$ cat src/shared/iam_pkg.sv
// Constants shared by the interrupt acceptance and address decode logic
`default_nettype none

package iam_pkg;

    // Address space and bus widths
    localparam int ADDR_W = 20;
    localparam int DATA_W = 8;
    localparam int SP_W = 16;
    localparam int PRI_W = 3;
    localparam int SRC_COUNT = 13;
    localparam int IDX_W = 4;

    // Memory map
    localparam logic [19:0] SPACE_LO = 20'h00000;
    localparam logic [19:0] SPACE_HI = 20'hFFFFF;
    localparam logic [19:0] PER_LO = 20'h00000;
    localparam logic [19:0] PER_HI = 20'h002FF;
    localparam logic [19:0] RAM_LO = 20'h00400;
    localparam logic [19:0] RAM_SIZE = 20'h00400;
    localparam logic [19:0] DFLASH_LO = 20'h02400;
    localparam logic [19:0] DFLASH_HI = 20'h02BFF;
    localparam logic [19:0] ROM_TOP = 20'h0FFFF;
    localparam logic [19:0] ROM_SIZE = 20'h04000;
    localparam logic [19:0] VECTOR_LO = 20'h0FFDC;

    // Per-source control registers, indexed by source number
    localparam logic [19:0] CTRL_OFFSET [0:SRC_COUNT-1] = '{
        20'h00047, 20'h0004A, 20'h0004D, 20'h0004E, 20'h00051,
        20'h00052, 20'h00056, 20'h00058, 20'h00059, 20'h0005A,
        20'h0005B, 20'h0005C, 20'h0005D
    };
    // Undefined bits after reset are loaded with zero as well
    localparam logic [7:0] CTRL_RST = 8'h00;

    // Flag, pending, stack pointer and status registers
    localparam logic [19:0] FLAG_ADDR = 20'h002F0;
    localparam logic [19:0] PEND_LO_ADDR = 20'h002F2;
    localparam logic [19:0] PEND_HI_ADDR = 20'h002F3;
    localparam logic [19:0] INT_SP_LO_ADDR = 20'h002F4;
    localparam logic [19:0] INT_SP_HI_ADDR = 20'h002F5;
    localparam logic [19:0] USR_SP_LO_ADDR = 20'h002F6;
    localparam logic [19:0] USR_SP_HI_ADDR = 20'h002F7;
    localparam logic [19:0] STATUS_ADDR = 20'h002F8;

    // Flag register fields
    localparam int FLAG_IEN_BIT = 0;
    localparam int FLAG_SSEL_BIT = 1;
    localparam int FLAG_RSVD_BIT = 2;
    localparam int FLAG_LVL_LSB = 4;
    localparam logic FLAG_IEN_RST = 1'b0;
    localparam logic FLAG_SSEL_RST = 1'b0;
    localparam logic [2:0] LEVEL_RST = 3'h0;
    localparam logic [15:0] SP_RST = 16'h0000;

    // Status register fields
    localparam int STAT_SP_RAM_BIT = 0;
    localparam int STAT_REQ_BIT = 1;

    // Software interrupt numbers that also switch to the interrupt stack
    localparam logic [5:0] SW_INT_SSEL_MAX = 6'h1F;

endpackage : iam_pkg

`default_nettype wire

$ cat src/logic/iam_irq_accept.sv
// Interrupt acceptance flags, per-source control registers and memory decode
//
// Functional notes
// - Maskable interrupts are blocked while the enable flag is 0.
// - Acknowledging any interrupt clears the enable flag.
// - Stack select 0 picks the interrupt stack, 1 the user stack.
// - Hardware acknowledge or software interrupt 0 to 31 clears stack select.
// - Processor priority level is three bits, levels 0 to 7.
// - A request is accepted only above the processor priority level.
// - Reserved flag bit: software writes 0, reads need not be defined.
// - Decoder spans the whole 20-bit, 1-Mbyte space.
// - Program ROM ends at 0FFFFh; 16 Kbyte starts at 0C000h.
// - Fixed vector table spans 0FFDCh to 0FFFFh, holding routine addresses.
// - RAM starts at 00400h; 1 Kbyte ends at 007FFh.
// - RAM holds the stack for calls and saved interrupt context.
// - Peripheral register area decodes from 00000h to 002FFh.
// - With data flash fitted it maps to 02400h through 02BFFh.
// - Each source has an 8-bit control register, low three bits reset 0.
// - External pin control registers also reset bits 4 and 5 to 0.
//
// Added by the designer: the strobed register port.
`default_nettype none

module iam_irq_accept #(
    parameter bit HAS_DFLASH = 1'b1
) (
    // Clock and reset
    input wire logic sys_clk,
    input wire logic rst,
    // Register port
    input wire logic [19:0] reg_addr,
    input wire logic [7:0] reg_wdata,
    input wire logic reg_wr,
    input wire logic reg_rd,
    output logic [7:0] reg_rdata,
    // Peripheral request events, one-cycle pulses
    input wire logic [12:0] src_event,
    // CPU core acknowledge and software interrupt
    input wire logic cpu_int_ack,
    input wire logic sw_int_exec,
    input wire logic [5:0] sw_int_num,
    // CPU core address for decode
    input wire logic [19:0] cpu_addr,
    // Request to the CPU core
    output logic irq_request,
    output logic [3:0] irq_source,
    output logic [2:0] irq_level,
    // Processor state
    output logic int_enable,
    output logic stack_select,
    output logic [2:0] cpu_priority_level,
    output logic [15:0] active_sp,
    output logic sp_outside_ram,
    // Decoded region of cpu_addr, one cycle later
    output logic region_per,
    output logic region_ram,
    output logic region_dflash,
    output logic region_rom,
    output logic region_vector,
    output logic region_none
);

    logic [7:0] irq_ctrl [0:12];
    logic [12:0] pending;
    logic [12:0] next_pending;
    logic [12:0] ack_clear;
    logic [38:0] pri_flat;
    logic [15:0] interrupt_stack_pointer;
    logic [15:0] user_stack_pointer;
    logic win_valid;
    logic [3:0] win_idx;
    logic [2:0] win_lvl;
    logic [4:0] wr_ctrl;
    logic [4:0] rd_ctrl;
    logic dec_per;
    logic dec_ram;
    logic dec_dflash;
    logic dec_rom;
    logic dec_vector;
    logic dec_none;
    logic sp_in_ram;
    logic [7:0] next_rdata;
    logic sw_ssel_clear;

    // Returns {hit, index} for a per-source control register address
    function automatic logic [4:0] ctrl_lookup(input logic [19:0] addr);
        logic [4:0] res;
        res = 5'h00;
        for (int i = 0; i < iam_pkg::SRC_COUNT; i++) begin
            if (addr == iam_pkg::CTRL_OFFSET[i]) begin
                res = {1'b1, 4'(i)};
            end
        end
        return res;
    endfunction

    assign wr_ctrl = ctrl_lookup(reg_addr);
    assign rd_ctrl = ctrl_lookup(reg_addr);

    // Per-source control registers
    always_ff @(posedge sys_clk) begin
        if (rst) begin
            for (int i = 0; i < iam_pkg::SRC_COUNT; i++) begin
                irq_ctrl[i] <= iam_pkg::CTRL_RST;
            end
        end else if (reg_wr && wr_ctrl[4]) begin
            irq_ctrl[wr_ctrl[3:0]] <= reg_wdata;
        end
    end

    // Source priorities feed the picker
    genvar g;
    generate
        for (g = 0; g < iam_pkg::SRC_COUNT; g++) begin : g_pri
            assign pri_flat[g*3 +: 3] = irq_ctrl[g][2:0];
        end
    endgenerate

    // Pending requests: an event in the clearing cycle survives
    assign ack_clear = cpu_int_ack ? (13'h0001 << irq_source) : 13'h0000;
    assign next_pending = (pending & ~ack_clear) | src_event;

    always_ff @(posedge sys_clk) begin
        if (rst) begin
            pending <= 13'h0000;
        end else begin
            pending <= next_pending;
        end
    end

    iam_prio_pick u_pick (
        .req(pending),
        .pri_flat(pri_flat),
        .ien(int_enable),
        .cur_lvl(cpu_priority_level),
        .valid(win_valid),
        .idx(win_idx),
        .lvl(win_lvl)
    );

    // Request to the core; dropped at once on acknowledge so that the
    // stale winner of the acknowledge cycle is never offered again
    always_ff @(posedge sys_clk) begin
        if (rst) begin
            irq_request <= 1'b0;
            irq_source <= 4'h0;
            irq_level <= 3'h0;
        end else begin
            irq_request <= win_valid && !cpu_int_ack;
            irq_source <= win_idx;
            irq_level <= win_lvl;
        end
    end

    assign sw_ssel_clear = sw_int_exec && (sw_int_num <= iam_pkg::SW_INT_SSEL_MAX);

    // Interrupt enable flag
    always_ff @(posedge sys_clk) begin
        if (rst) begin
            int_enable <= iam_pkg::FLAG_IEN_RST;
        end else if (cpu_int_ack) begin
            int_enable <= 1'b0;
        end else if (reg_wr && reg_addr == iam_pkg::FLAG_ADDR) begin
            int_enable <= reg_wdata[iam_pkg::FLAG_IEN_BIT];
        end
    end

    // Stack select flag; hardware clears win over a software write
    always_ff @(posedge sys_clk) begin
        if (rst) begin
            stack_select <= iam_pkg::FLAG_SSEL_RST;
        end else if (cpu_int_ack || sw_ssel_clear) begin
            stack_select <= 1'b0;
        end else if (reg_wr && reg_addr == iam_pkg::FLAG_ADDR) begin
            stack_select <= reg_wdata[iam_pkg::FLAG_SSEL_BIT];
        end
    end

    // Processor level rises to the accepted level so equal or lower
    // requests wait until software lowers it again
    always_ff @(posedge sys_clk) begin
        if (rst) begin
            cpu_priority_level <= iam_pkg::LEVEL_RST;
        end else if (cpu_int_ack) begin
            cpu_priority_level <= irq_level;
        end else if (reg_wr && reg_addr == iam_pkg::FLAG_ADDR) begin
            cpu_priority_level <= reg_wdata[iam_pkg::FLAG_LVL_LSB +: 3];
        end
    end

    // Stack pointers, written a byte at a time
    always_ff @(posedge sys_clk) begin
        if (rst) begin
            interrupt_stack_pointer <= iam_pkg::SP_RST;
            user_stack_pointer <= iam_pkg::SP_RST;
        end else if (reg_wr) begin
            case (reg_addr)
                iam_pkg::INT_SP_LO_ADDR: begin
                    interrupt_stack_pointer[7:0] <= reg_wdata;
                end
                iam_pkg::INT_SP_HI_ADDR: begin
                    interrupt_stack_pointer[15:8] <= reg_wdata;
                end
                iam_pkg::USR_SP_LO_ADDR: begin
                    user_stack_pointer[7:0] <= reg_wdata;
                end
                iam_pkg::USR_SP_HI_ADDR: begin
                    user_stack_pointer[15:8] <= reg_wdata;
                end
                default: begin
                end
            endcase
        end
    end

    assign active_sp = stack_select ? user_stack_pointer : interrupt_stack_pointer;

    // Stack must sit in RAM; a pointer elsewhere is flagged to the core
    iam_addr_decode #(
        .HAS_DFLASH(HAS_DFLASH)
    ) u_sp_decode (
        .addr({4'h0, active_sp}),
        .hit_per(),
        .hit_ram(sp_in_ram),
        .hit_dflash(),
        .hit_rom(),
        .hit_vector(),
        .hit_none()
    );

    always_ff @(posedge sys_clk) begin
        if (rst) begin
            sp_outside_ram <= 1'b0;
        end else begin
            sp_outside_ram <= !sp_in_ram;
        end
    end

    // Core address decode, registered
    iam_addr_decode #(
        .HAS_DFLASH(HAS_DFLASH)
    ) u_cpu_decode (
        .addr(cpu_addr),
        .hit_per(dec_per),
        .hit_ram(dec_ram),
        .hit_dflash(dec_dflash),
        .hit_rom(dec_rom),
        .hit_vector(dec_vector),
        .hit_none(dec_none)
    );

    always_ff @(posedge sys_clk) begin
        if (rst) begin
            region_per <= 1'b0;
            region_ram <= 1'b0;
            region_dflash <= 1'b0;
            region_rom <= 1'b0;
            region_vector <= 1'b0;
            region_none <= 1'b0;
        end else begin
            region_per <= dec_per;
            region_ram <= dec_ram;
            region_dflash <= dec_dflash;
            region_rom <= dec_rom;
            region_vector <= dec_vector;
            region_none <= dec_none;
        end
    end

    // Read mux; the reserved flag bit and unassigned addresses read 0
    always_comb begin
        next_rdata = 8'h00;
        if (rd_ctrl[4]) begin
            next_rdata = irq_ctrl[rd_ctrl[3:0]];
        end else begin
            case (reg_addr)
                iam_pkg::FLAG_ADDR: begin
                    next_rdata[iam_pkg::FLAG_IEN_BIT] = int_enable;
                    next_rdata[iam_pkg::FLAG_SSEL_BIT] = stack_select;
                    next_rdata[iam_pkg::FLAG_RSVD_BIT] = 1'b0;
                    next_rdata[iam_pkg::FLAG_LVL_LSB +: 3] = cpu_priority_level;
                end
                iam_pkg::PEND_LO_ADDR: begin
                    next_rdata = pending[7:0];
                end
                iam_pkg::PEND_HI_ADDR: begin
                    next_rdata = {3'h0, pending[12:8]};
                end
                iam_pkg::INT_SP_LO_ADDR: begin
                    next_rdata = interrupt_stack_pointer[7:0];
                end
                iam_pkg::INT_SP_HI_ADDR: begin
                    next_rdata = interrupt_stack_pointer[15:8];
                end
                iam_pkg::USR_SP_LO_ADDR: begin
                    next_rdata = user_stack_pointer[7:0];
                end
                iam_pkg::USR_SP_HI_ADDR: begin
                    next_rdata = user_stack_pointer[15:8];
                end
                iam_pkg::STATUS_ADDR: begin
                    next_rdata[iam_pkg::STAT_SP_RAM_BIT] = sp_in_ram;
                    next_rdata[iam_pkg::STAT_REQ_BIT] = irq_request;
                end
                default: begin
                    next_rdata = 8'h00;
                end
            endcase
        end
    end

    // Read data stands one cycle after the strobe and is zero otherwise
    always_ff @(posedge sys_clk) begin
        if (rst) begin
            reg_rdata <= 8'h00;
        end else if (reg_rd) begin
            reg_rdata <= next_rdata;
        end else begin
            reg_rdata <= 8'h00;
        end
    end

endmodule // iam_irq_accept

`default_nettype wire

$ cat src/logic/iam_addr_decode.sv
// Region decode of the 1-Mbyte address space
`default_nettype none

module iam_addr_decode #(
    parameter bit HAS_DFLASH = 1'b1
) (
    // Address in
    input wire logic [19:0] addr,
    // Region hits
    output logic hit_per,
    output logic hit_ram,
    output logic hit_dflash,
    output logic hit_rom,
    output logic hit_vector,
    output logic hit_none
);

    logic [19:0] ram_hi;
    logic [19:0] rom_lo;

    assign ram_hi = iam_pkg::RAM_LO + iam_pkg::RAM_SIZE - 20'h00001;
    assign rom_lo = iam_pkg::ROM_TOP - iam_pkg::ROM_SIZE + 20'h00001;

    // A 20-bit address always falls inside the space, so hit_none marks holes
    assign hit_per = (addr <= iam_pkg::PER_HI);
    assign hit_ram = (addr >= iam_pkg::RAM_LO) && (addr <= ram_hi);
    assign hit_dflash = HAS_DFLASH && (addr >= iam_pkg::DFLASH_LO)
        && (addr <= iam_pkg::DFLASH_HI);
    assign hit_rom = (addr >= rom_lo) && (addr <= iam_pkg::ROM_TOP);
    assign hit_vector = (addr >= iam_pkg::VECTOR_LO) && (addr <= iam_pkg::ROM_TOP);
    assign hit_none = !(hit_per || hit_ram || hit_dflash || hit_rom);

endmodule // iam_addr_decode

`default_nettype wire

$ cat src/logic/iam_prio_pick.sv
// Picks the highest pending request above the processor level
`default_nettype none

module iam_prio_pick (
    // Requests and their levels
    input wire logic [12:0] req,
    input wire logic [38:0] pri_flat,
    // Processor state
    input wire logic ien,
    input wire logic [2:0] cur_lvl,
    // Winner
    output logic valid,
    output logic [3:0] idx,
    output logic [2:0] lvl
);

    always_comb begin
        valid = 1'b0;
        idx = 4'h0;
        lvl = cur_lvl;
        // Strict compare keeps ties with the lowest source number
        for (int i = 0; i < iam_pkg::SRC_COUNT; i++) begin
            if (req[i] && (pri_flat[i*3 +: 3] > lvl)) begin
                valid = 1'b1;
                idx = 4'(i);
                lvl = pri_flat[i*3 +: 3];
            end
        end
        if (!ien) begin
            valid = 1'b0;
        end
    end

endmodule // iam_prio_pick

`default_nettype wire

$ cat config.mk
export PLATFORM = sky130hd
export DESIGN_NAME = iam_irq_accept
export DESIGN_NICKNAME = d
export VERILOG_FILES = /design/src/shared/iam_pkg.sv /design/src/logic/iam_irq_accept.sv /design/src/logic/iam_addr_decode.sv /design/src/logic/iam_prio_pick.sv
export SDC_FILE = /design/constraint.sdc
export NUM_CORES = 1
export LEC_CHECK = 0
export BUFFER_PORTS_ARGS = -buffer_cell sky130_fd_sc_hd__buf_2
export CORE_ASPECT_RATIO = 0.7
export CORE_MARGIN = 4
export CORE_UTILIZATION = 54
export CTS_CLUSTER_SIZE = 16
export DETAILED_ROUTE_END_ITERATION = 7
export PLACE_DENSITY = 0.74
export SLEW_MARGIN = 15
export SYNTH_ARGS = -nofsm -noshare
export SYNTH_HDL_FRONTEND = slang
export SYNTH_SLANG_ARGS = --single-unit
$ cat constraint.sdc
create_clock -name sys_clk -period 22.1 [get_ports sys_clk]
set_clock_uncertainty 0.2 [all_clocks]
set_input_delay 4.42 -clock sys_clk [delete_from_list [all_inputs] [get_ports sys_clk]]
set_output_delay 4.42 -clock sys_clk [all_outputs]
set_load 0.01 [all_outputs]
=== Word level (Yosys, flattened, before mapping) ===
Memory sizes are Yosys's and may differ from the RTL's.
Cells that the tools add are included.

* Memories kept: 1
* Bits in writable memories: 104
* Register bits: 73
* Output and inout bits: 44

{| class="wikitable"
|+ Memories
! memory !! words !! width !! read ports !! clocked after Yosys merged registers in !! write ports !! RTL line !! RTL
|-
| irq_ctrl || 13 || 8 || 14 || 0 || 13 || iam_irq_accept.sv:63 || <nowiki>logic [7:0] irq_ctrl [0:12];</nowiki>
|}

* Bitwise operators: 4
* Equality and inequality tests: 21
* Magnitude comparators: 24
* Reductions and logical operators: 39
* Muxes and demuxes: 70
* Shifts and indexed selects: 1

{| class="wikitable"
|+ Operators by type and width
! kind !! count
|-
| $eq 20x7->1 const B || 13
|-
| $eq 20x10->1 const B || 8
|-
| $mux 5 || 13
|-
| $mux 3 || 19
|-
| $ge 20x16->1 const B || 2
|-
| $gt 3x3->1 || 13
|-
| $mux 4 || 6
|-
| $logic_and 1x1->1 || 22
|-
| $mux 1 || 21
|-
| $pmux 3 s7 || 1
|-
| $ge 20x11->1 const B || 1
|-
| $ge 20x14->1 const B || 1
|-
| $le 20x10->1 const B || 1
|-
| $le 20x11->1 const B || 1
|-
| $le 20x14->1 const B || 1
|-
| $le 20x16->1 const B || 1
|-
| $ge 16x11->1 const B || 1
|-
| $le 16x11->1 const B || 1
|-
| $mux 16 || 1
|-
| $mux 8 || 2
|-
| $pmux 2 s8 || 1
|-
| $and 13x13->13 || 1
|-
| $mux 13 || 1
|-
| $not 13->13 || 1
|-
| 13 further kinds || 26
|}

=== Logic depth before layout (Yosys ltp) ===
An unclocked memory read counts as a cell.

* Word-level depth: 42
* Gate-level depth with buffers: 85
* Depth with buffers taken out: 85

=== Cells and area by module ===
Synthesis repeated with hierarchy kept, for this count alone.

* Cells, all modules: 1179
* Area, all modules: 11337.1 um2

{| class="wikitable"
|+ By module, submodules not included
! module !! times used !! area an instance (um2) !! cells an instance !! seq. area each (um2)
|-
| iam_irq_accept || 1 || 9087.5 || 852 || 4944.7
|-
| iam_prio_pick || 1 || 1869.3 || 275 || 0.0
|-
| iam_addr_decode || 2 || 190.2 || 26 || 0.0
|}

=== Worst setup path before layout ===
Ideal clock, no wire load.

* Kind: reg-to-reg
* Start: register cpu_priority_level[1]
* End: register irq_level[1]
* Data required time: 21808 ps
* Period minus slack after synthesis: 15422 ps
* Data arrival time: 15130 ps
* Path buffers: 0
* Setup slack: 6678 ps
* Stages on the path, launching flop included: 81
* Setup time: 92 ps
* Cell sequence: dfxtp_1 inv_1 ha_1 nor2b_1 o2111a_2 mux2_2 ha_1 nor2_1 maj3_1 a211o_1 and3_1 ha_1 nor2_1 nand2_1 nor4_2 a211oi_1 mux2_4 ha_1 [... 45 more ...] maj3_1 and3_1 a21oi_1 ha_1 a21oi_1 a21oi_1 maj3_1 nand2_1 inv_1 a211oi_1 or2_2 ha_1 nor2b_1 o21ai_0 nand2b_1 nand3_1 nand2_1 o32ai_1

* Cells in the longest elaborated chain, start to end: 39

{| class="wikitable"
|+ Ends and longest elaborated chain
! element !! RTL line !! RTL
|-
| start, declared || iam_irq_accept.sv:51 || <nowiki>output logic [2:0] cpu_priority_level,</nowiki>
|-
| start signal, assigned || iam_irq_accept.sv:183 || <nowiki>cpu_priority_level <= iam_pkg::LEVEL_RST;</nowiki>
|-
| start signal, assigned || iam_irq_accept.sv:185 || <nowiki>cpu_priority_level <= irq_level;</nowiki>
|-
| start signal, assigned || iam_irq_accept.sv:187 || <nowiki>cpu_priority_level <= reg_wdata[iam_pkg::FLAG_LVL_LSB +: 3];</nowiki>
|-
| $gt 3x3->1 || iam_prio_pick.sv:23 || <nowiki>if (req[i] && (pri_flat[i*3 +: 3] > lvl)) begin</nowiki>
|-
| $logic_and 1x1->1 || iam_prio_pick.sv:23 ||
|-
| $mux 3 (*) || iam_prio_pick.sv:23 ||
|-
| $gt 3x3->1 || iam_prio_pick.sv:23 ||
|-
| $logic_and 1x1->1 || iam_prio_pick.sv:23 ||
|-
| $mux 3 (*) || iam_prio_pick.sv:23 ||
|-
| $gt 3x3->1 || iam_prio_pick.sv:23 ||
|-
| $logic_and 1x1->1 || iam_prio_pick.sv:23 ||
|-
| [... 23 more ...] || - ||
|-
| $logic_and 1x1->1 || iam_prio_pick.sv:23 ||
|-
| $mux 3 (*) || iam_prio_pick.sv:23 ||
|-
| $gt 3x3->1 || iam_prio_pick.sv:23 ||
|-
| $logic_and 1x1->1 || iam_prio_pick.sv:23 ||
|-
| $mux 3 (*) || iam_prio_pick.sv:23 ||
|-
| $gt 3x3->1 || iam_prio_pick.sv:23 ||
|-
| $logic_and 1x1->1 || iam_prio_pick.sv:23 ||
|-
| $mux 3 (*) || iam_prio_pick.sv:23 ||
|-
| end signal, assigned || iam_irq_accept.sv:151 || <nowiki>irq_level <= win_lvl;</nowiki>
|-
| end, declared || iam_irq_accept.sv:47 || <nowiki>output logic [2:0] irq_level,</nowiki>
|}

Mark *: on every way between the ends. The rest lies on a longest branch, timed or not.
A chain may end at the register's enable or synchronous reset.

=== Worst setup path after layout ===
Same ends and word-level chain as after synthesis.

==> summary by stage <==
Outcome
The run finished with clean final reports.

Timing
The final hold slack is 273 ps. The relative slew slack is 0.243. The final critical path time including I/O delays and setup is 17970 ps.

The final-report hold violation count is 0. Dividing the final minimum period by the clock period gives 0.813. Derived from the worst setup path, the maximum achievable clock frequency is 55.6 MHz. Setup repair after global routing left no endpoint under its margin. The final total negative setup slack is 0 ps.

The setup-violating endpoint count in the final report is 0. The number of max-slew violations in the final report was 0. The slew of the pin with the lowest slew margin is 1130 ps.

Global routing
Across every metal layer, demand over resource in global routing totals 0.271. The via count of the first global-routing pass is 8541. The first-pass GRT wire length is 47800 microns.

For this run the aggregate overflow at the end of global routing stands at 0. Entering global routing, the biggest net connects 72 pins. The initial antenna violation count is 0.

Power
The analysis attributes to cell leakage a power of 0.00491 uW. The switching share of power is 0.264. In this run the power spent charging and discharging nets is 255 uW. The internal power is 711 uW. Of the total power, combinational logic draws 0.157. The part of the power in the clock network is 0.390.

The worst supply voltage drop on vdd is 0.0000588 V. The sequential share of power is 0.454. The power per unit of standard cell area is 77.1 nW/um^2.

Worst setup path
The cell seen most often among critical-path stages is ha_1. STA puts the critical path data arrival time at 18170 ps. The biggest cell delay along the critical path is 680 ps. The capturing element type of the critical path is a register. Together, buffers and inverters on the worst path number 3. The setup path with the least slack is of type register to register. The dominant delay contributor by cell family on the critical path is compound AO/OA/AOI/OAI gates. The data required time of the critical path is 22300 ps. The worst setup path is launched from a register. The master of the slowest instance on the critical path is dfxtp_1. Along the worst path, the maximum fanout reaches 8.

Finish
The count of antenna diodes in the layout is 0. Leaving out filler cells and counting taps, the final layout contains 1544. The number of filler instances in the final layout is 1621. In the final layout, the share of cells above drive strength 1 is 0.161. The synthesis-to-layout area growth is 14.6%.

The layout net count is 1351. The summed area of non-filler cells in the final layout is 12500 sq um.

Placement
Once detailed placement completed, the half-perimeter wirelength came to 22300 microns. Once placement finished, the instance area stood at 11800 sq um. The final weighted congestion of routability-driven global placement is 0.936. The number of port buffers is 109. The number of placed instances, taps included is 1508.

Clock tree
TritonCTS built the clock tree. In this run, post-CTS repair resized a total of 0 instances. The clock latency on the worst-skew pair is 500 ps. The number of hold buffers added after CTS was 0. The CTS sink count is 201.

The library cell used as clock root buffer is clkbuf_16. The number of clock buffers added by TritonCTS is 20. The post-CTS setup repair buffer count is 0. In this run the number of H-tree levels came out at 1. The worst-case clock buffer depth is 3. The clock transition at the registers of the reported paths is 60 ps.

Yosys
The most numerous cell in the Yosys netlist is nand2_1. The share of synthesized area in the top cell type comes to 0.352. Of the synthesized area, sequential elements account for 0.485. In this run the mean area of a mapped cell was 9.45 sq um. The count of different cell masters after synthesis is 77. The post-synthesis instance area is 10900 sq um. The number of synthesized flops with an enable pin is 128. Of all flip-flops after synthesis, the portion carrying an async set or reset was 0. Counting instances in the post-synthesis netlist gives the leading cell types as nand2_1, edfxtp_1, and2_1, nor2_1, dfxtp_1. The gate count after technology mapping is 1157.

The total of warnings raised by yosys is 0. The most used flip-flop cell after synthesis is edfxtp_1. The biggest area contributor in the post-synthesis netlist is edfxtp_1.

Counting flops and latches in the post-synthesis netlist gives 201. Sorting the synthesized cells by area gives the leading types as edfxtp_1, dfxtp_1, and2_1, nand2_1, a21oi_1.

Drt
The first detailed-routing pass ran for 6 iterations. The via density per instance is 6.11. For this block, the initial DRC count from the detailed router was 1217. The final routed wire length divided by cell count is 20.2 microns. The detail route stage leaves a number of antenna-violating nets equal to 0. Summed over all layers, the routed wires come to 31200 microns.

The post-route DRC violation count is 0. Across all layers, the routed design uses 9438 vias.

Job
The tool flagged a number of max-cap violations equal to 0.

Floorplanning
The floorplan step defined a core boundary enclosing 19900 sq um. The die outline width is 178 microns. From bottom edge to top edge, the die measures 127 microns.

The starting density of the core is 0.551. The I/O pin count is 117. The die covers 22600 sq um.

The row count is 43.

Min path
The min-delay analysis places its worst path in the category register to register.
-- sequential cells by signal, summed over array words and instances (netlist names), 3 cells and up --
signal	count
cpu_priority_level	3
pending	13
irq_ctrl	128
irq_source	4
user_stack_pointer	16
reg_rdata	8
interrupt_stack_pointer	16
irq_level	3
-- logic make-up after synthesis --
kind of cell,Yosys count,share of synthesized area
compound gates,275,0.169
buf+inv,101,0.0348
other cells,1,0.000343
mux,54,0.0564
fa+ha+maj,21,0.0234
flops,201,0.485
xor+xnor,2,0.00160
simple gates,502,0.229
-- power by group through the flow --
| stage | clock network [uW] | registers, uW | logic, uW |
|---|---|---|---|
| final | 377 | 438 | 151 |
| after global routing | 394 | 440 | 169 |
| after CTS | 380 | 437 | 148 |
| after detailed placement | 0 | 445 | 147 |
| after global placement | 0 | 445 | 144 |
| after floorplan | 0 | 439 | 106 |
-- per-stage QoR --
step / setup slack [ps] / util / total power (uW)
3_5_place_dp: 4500 / 0.593 / 592
5_1_grt: 2820 / 0.631 / 1000
6_report: 4130 / 0.631 / 966
3_3_place_gp: 4910 / 0.593 / 589
4_1_cts: 4390 / 0.631 / 966
2_1_floorplan: 6680 / - / 544
-- worst paths after layout --
kind	depth (start not counted)	start	endpoint	slack [ps]
setup / recovery	80	cpu_priority_level[1]	irq_level[1]	4130
hold / removal	2	interrupt_stack_pointer[13]	interrupt_stack_pointer[13]	270
setup reg to reg	80	cpu_priority_level[1]	irq_level[1]	4130
hold reg to reg	2	interrupt_stack_pointer[13]	interrupt_stack_pointer[13]	270
-- layout make-up --
type	count	area (sq um)	share of cell area
sequential	201	5310	0.424
clock inverter	8	130	0.0104
tap	270	338	0.0270
clock buffer	28	614	0.0491
multi-input combinational	878	5340	0.426
timing repair buffer	126	673	0.0537
inverter	33	124	0.00989
-- cells in the final DEF (no fill, tap or decap), types with 20 or more instances in the layout --
cell type,Yosys,final
buf_2,1,109
edfxtp_1,128,128
dfxtp_1,73,73
a31oi_1,20,20
inv_1,33,33
mux2i_1,29,29
nor2_1,92,91
nand3_1,29,29
conb_1,1,24
clkbuf_16,0,23
a21oi_1,70,70
o21ai_0,53,53
a211oi_1,32,32
nand2_1,154,154
and2_1,127,127
-- worst register-to-register path: cells and delay by family (launching register included) --
family | cells | cell delay, ps
AOI/OAI and AO/OA | 28 | 6260
adders and majority gates | 16 | 4610
and+or+nand+nor | 29 | 4440
muxes | 4 | 1420
DFF | 1 | 680
buffers and inverters | 3 | 280
-- layer usage --
layer | share of wire | vias up | GRT usage
li1 | - | 4395 | -
met1 | 0.44 | 4481 | 0.424
met2 | 0.41 | 511 | 0.377
met3 | 0.12 | 51 | 0.0630
met4 | 0.026 | 0 | 0.0723
met5 | 0 | - | 0
No activity file was read; power rests on OpenSTA's default activity.
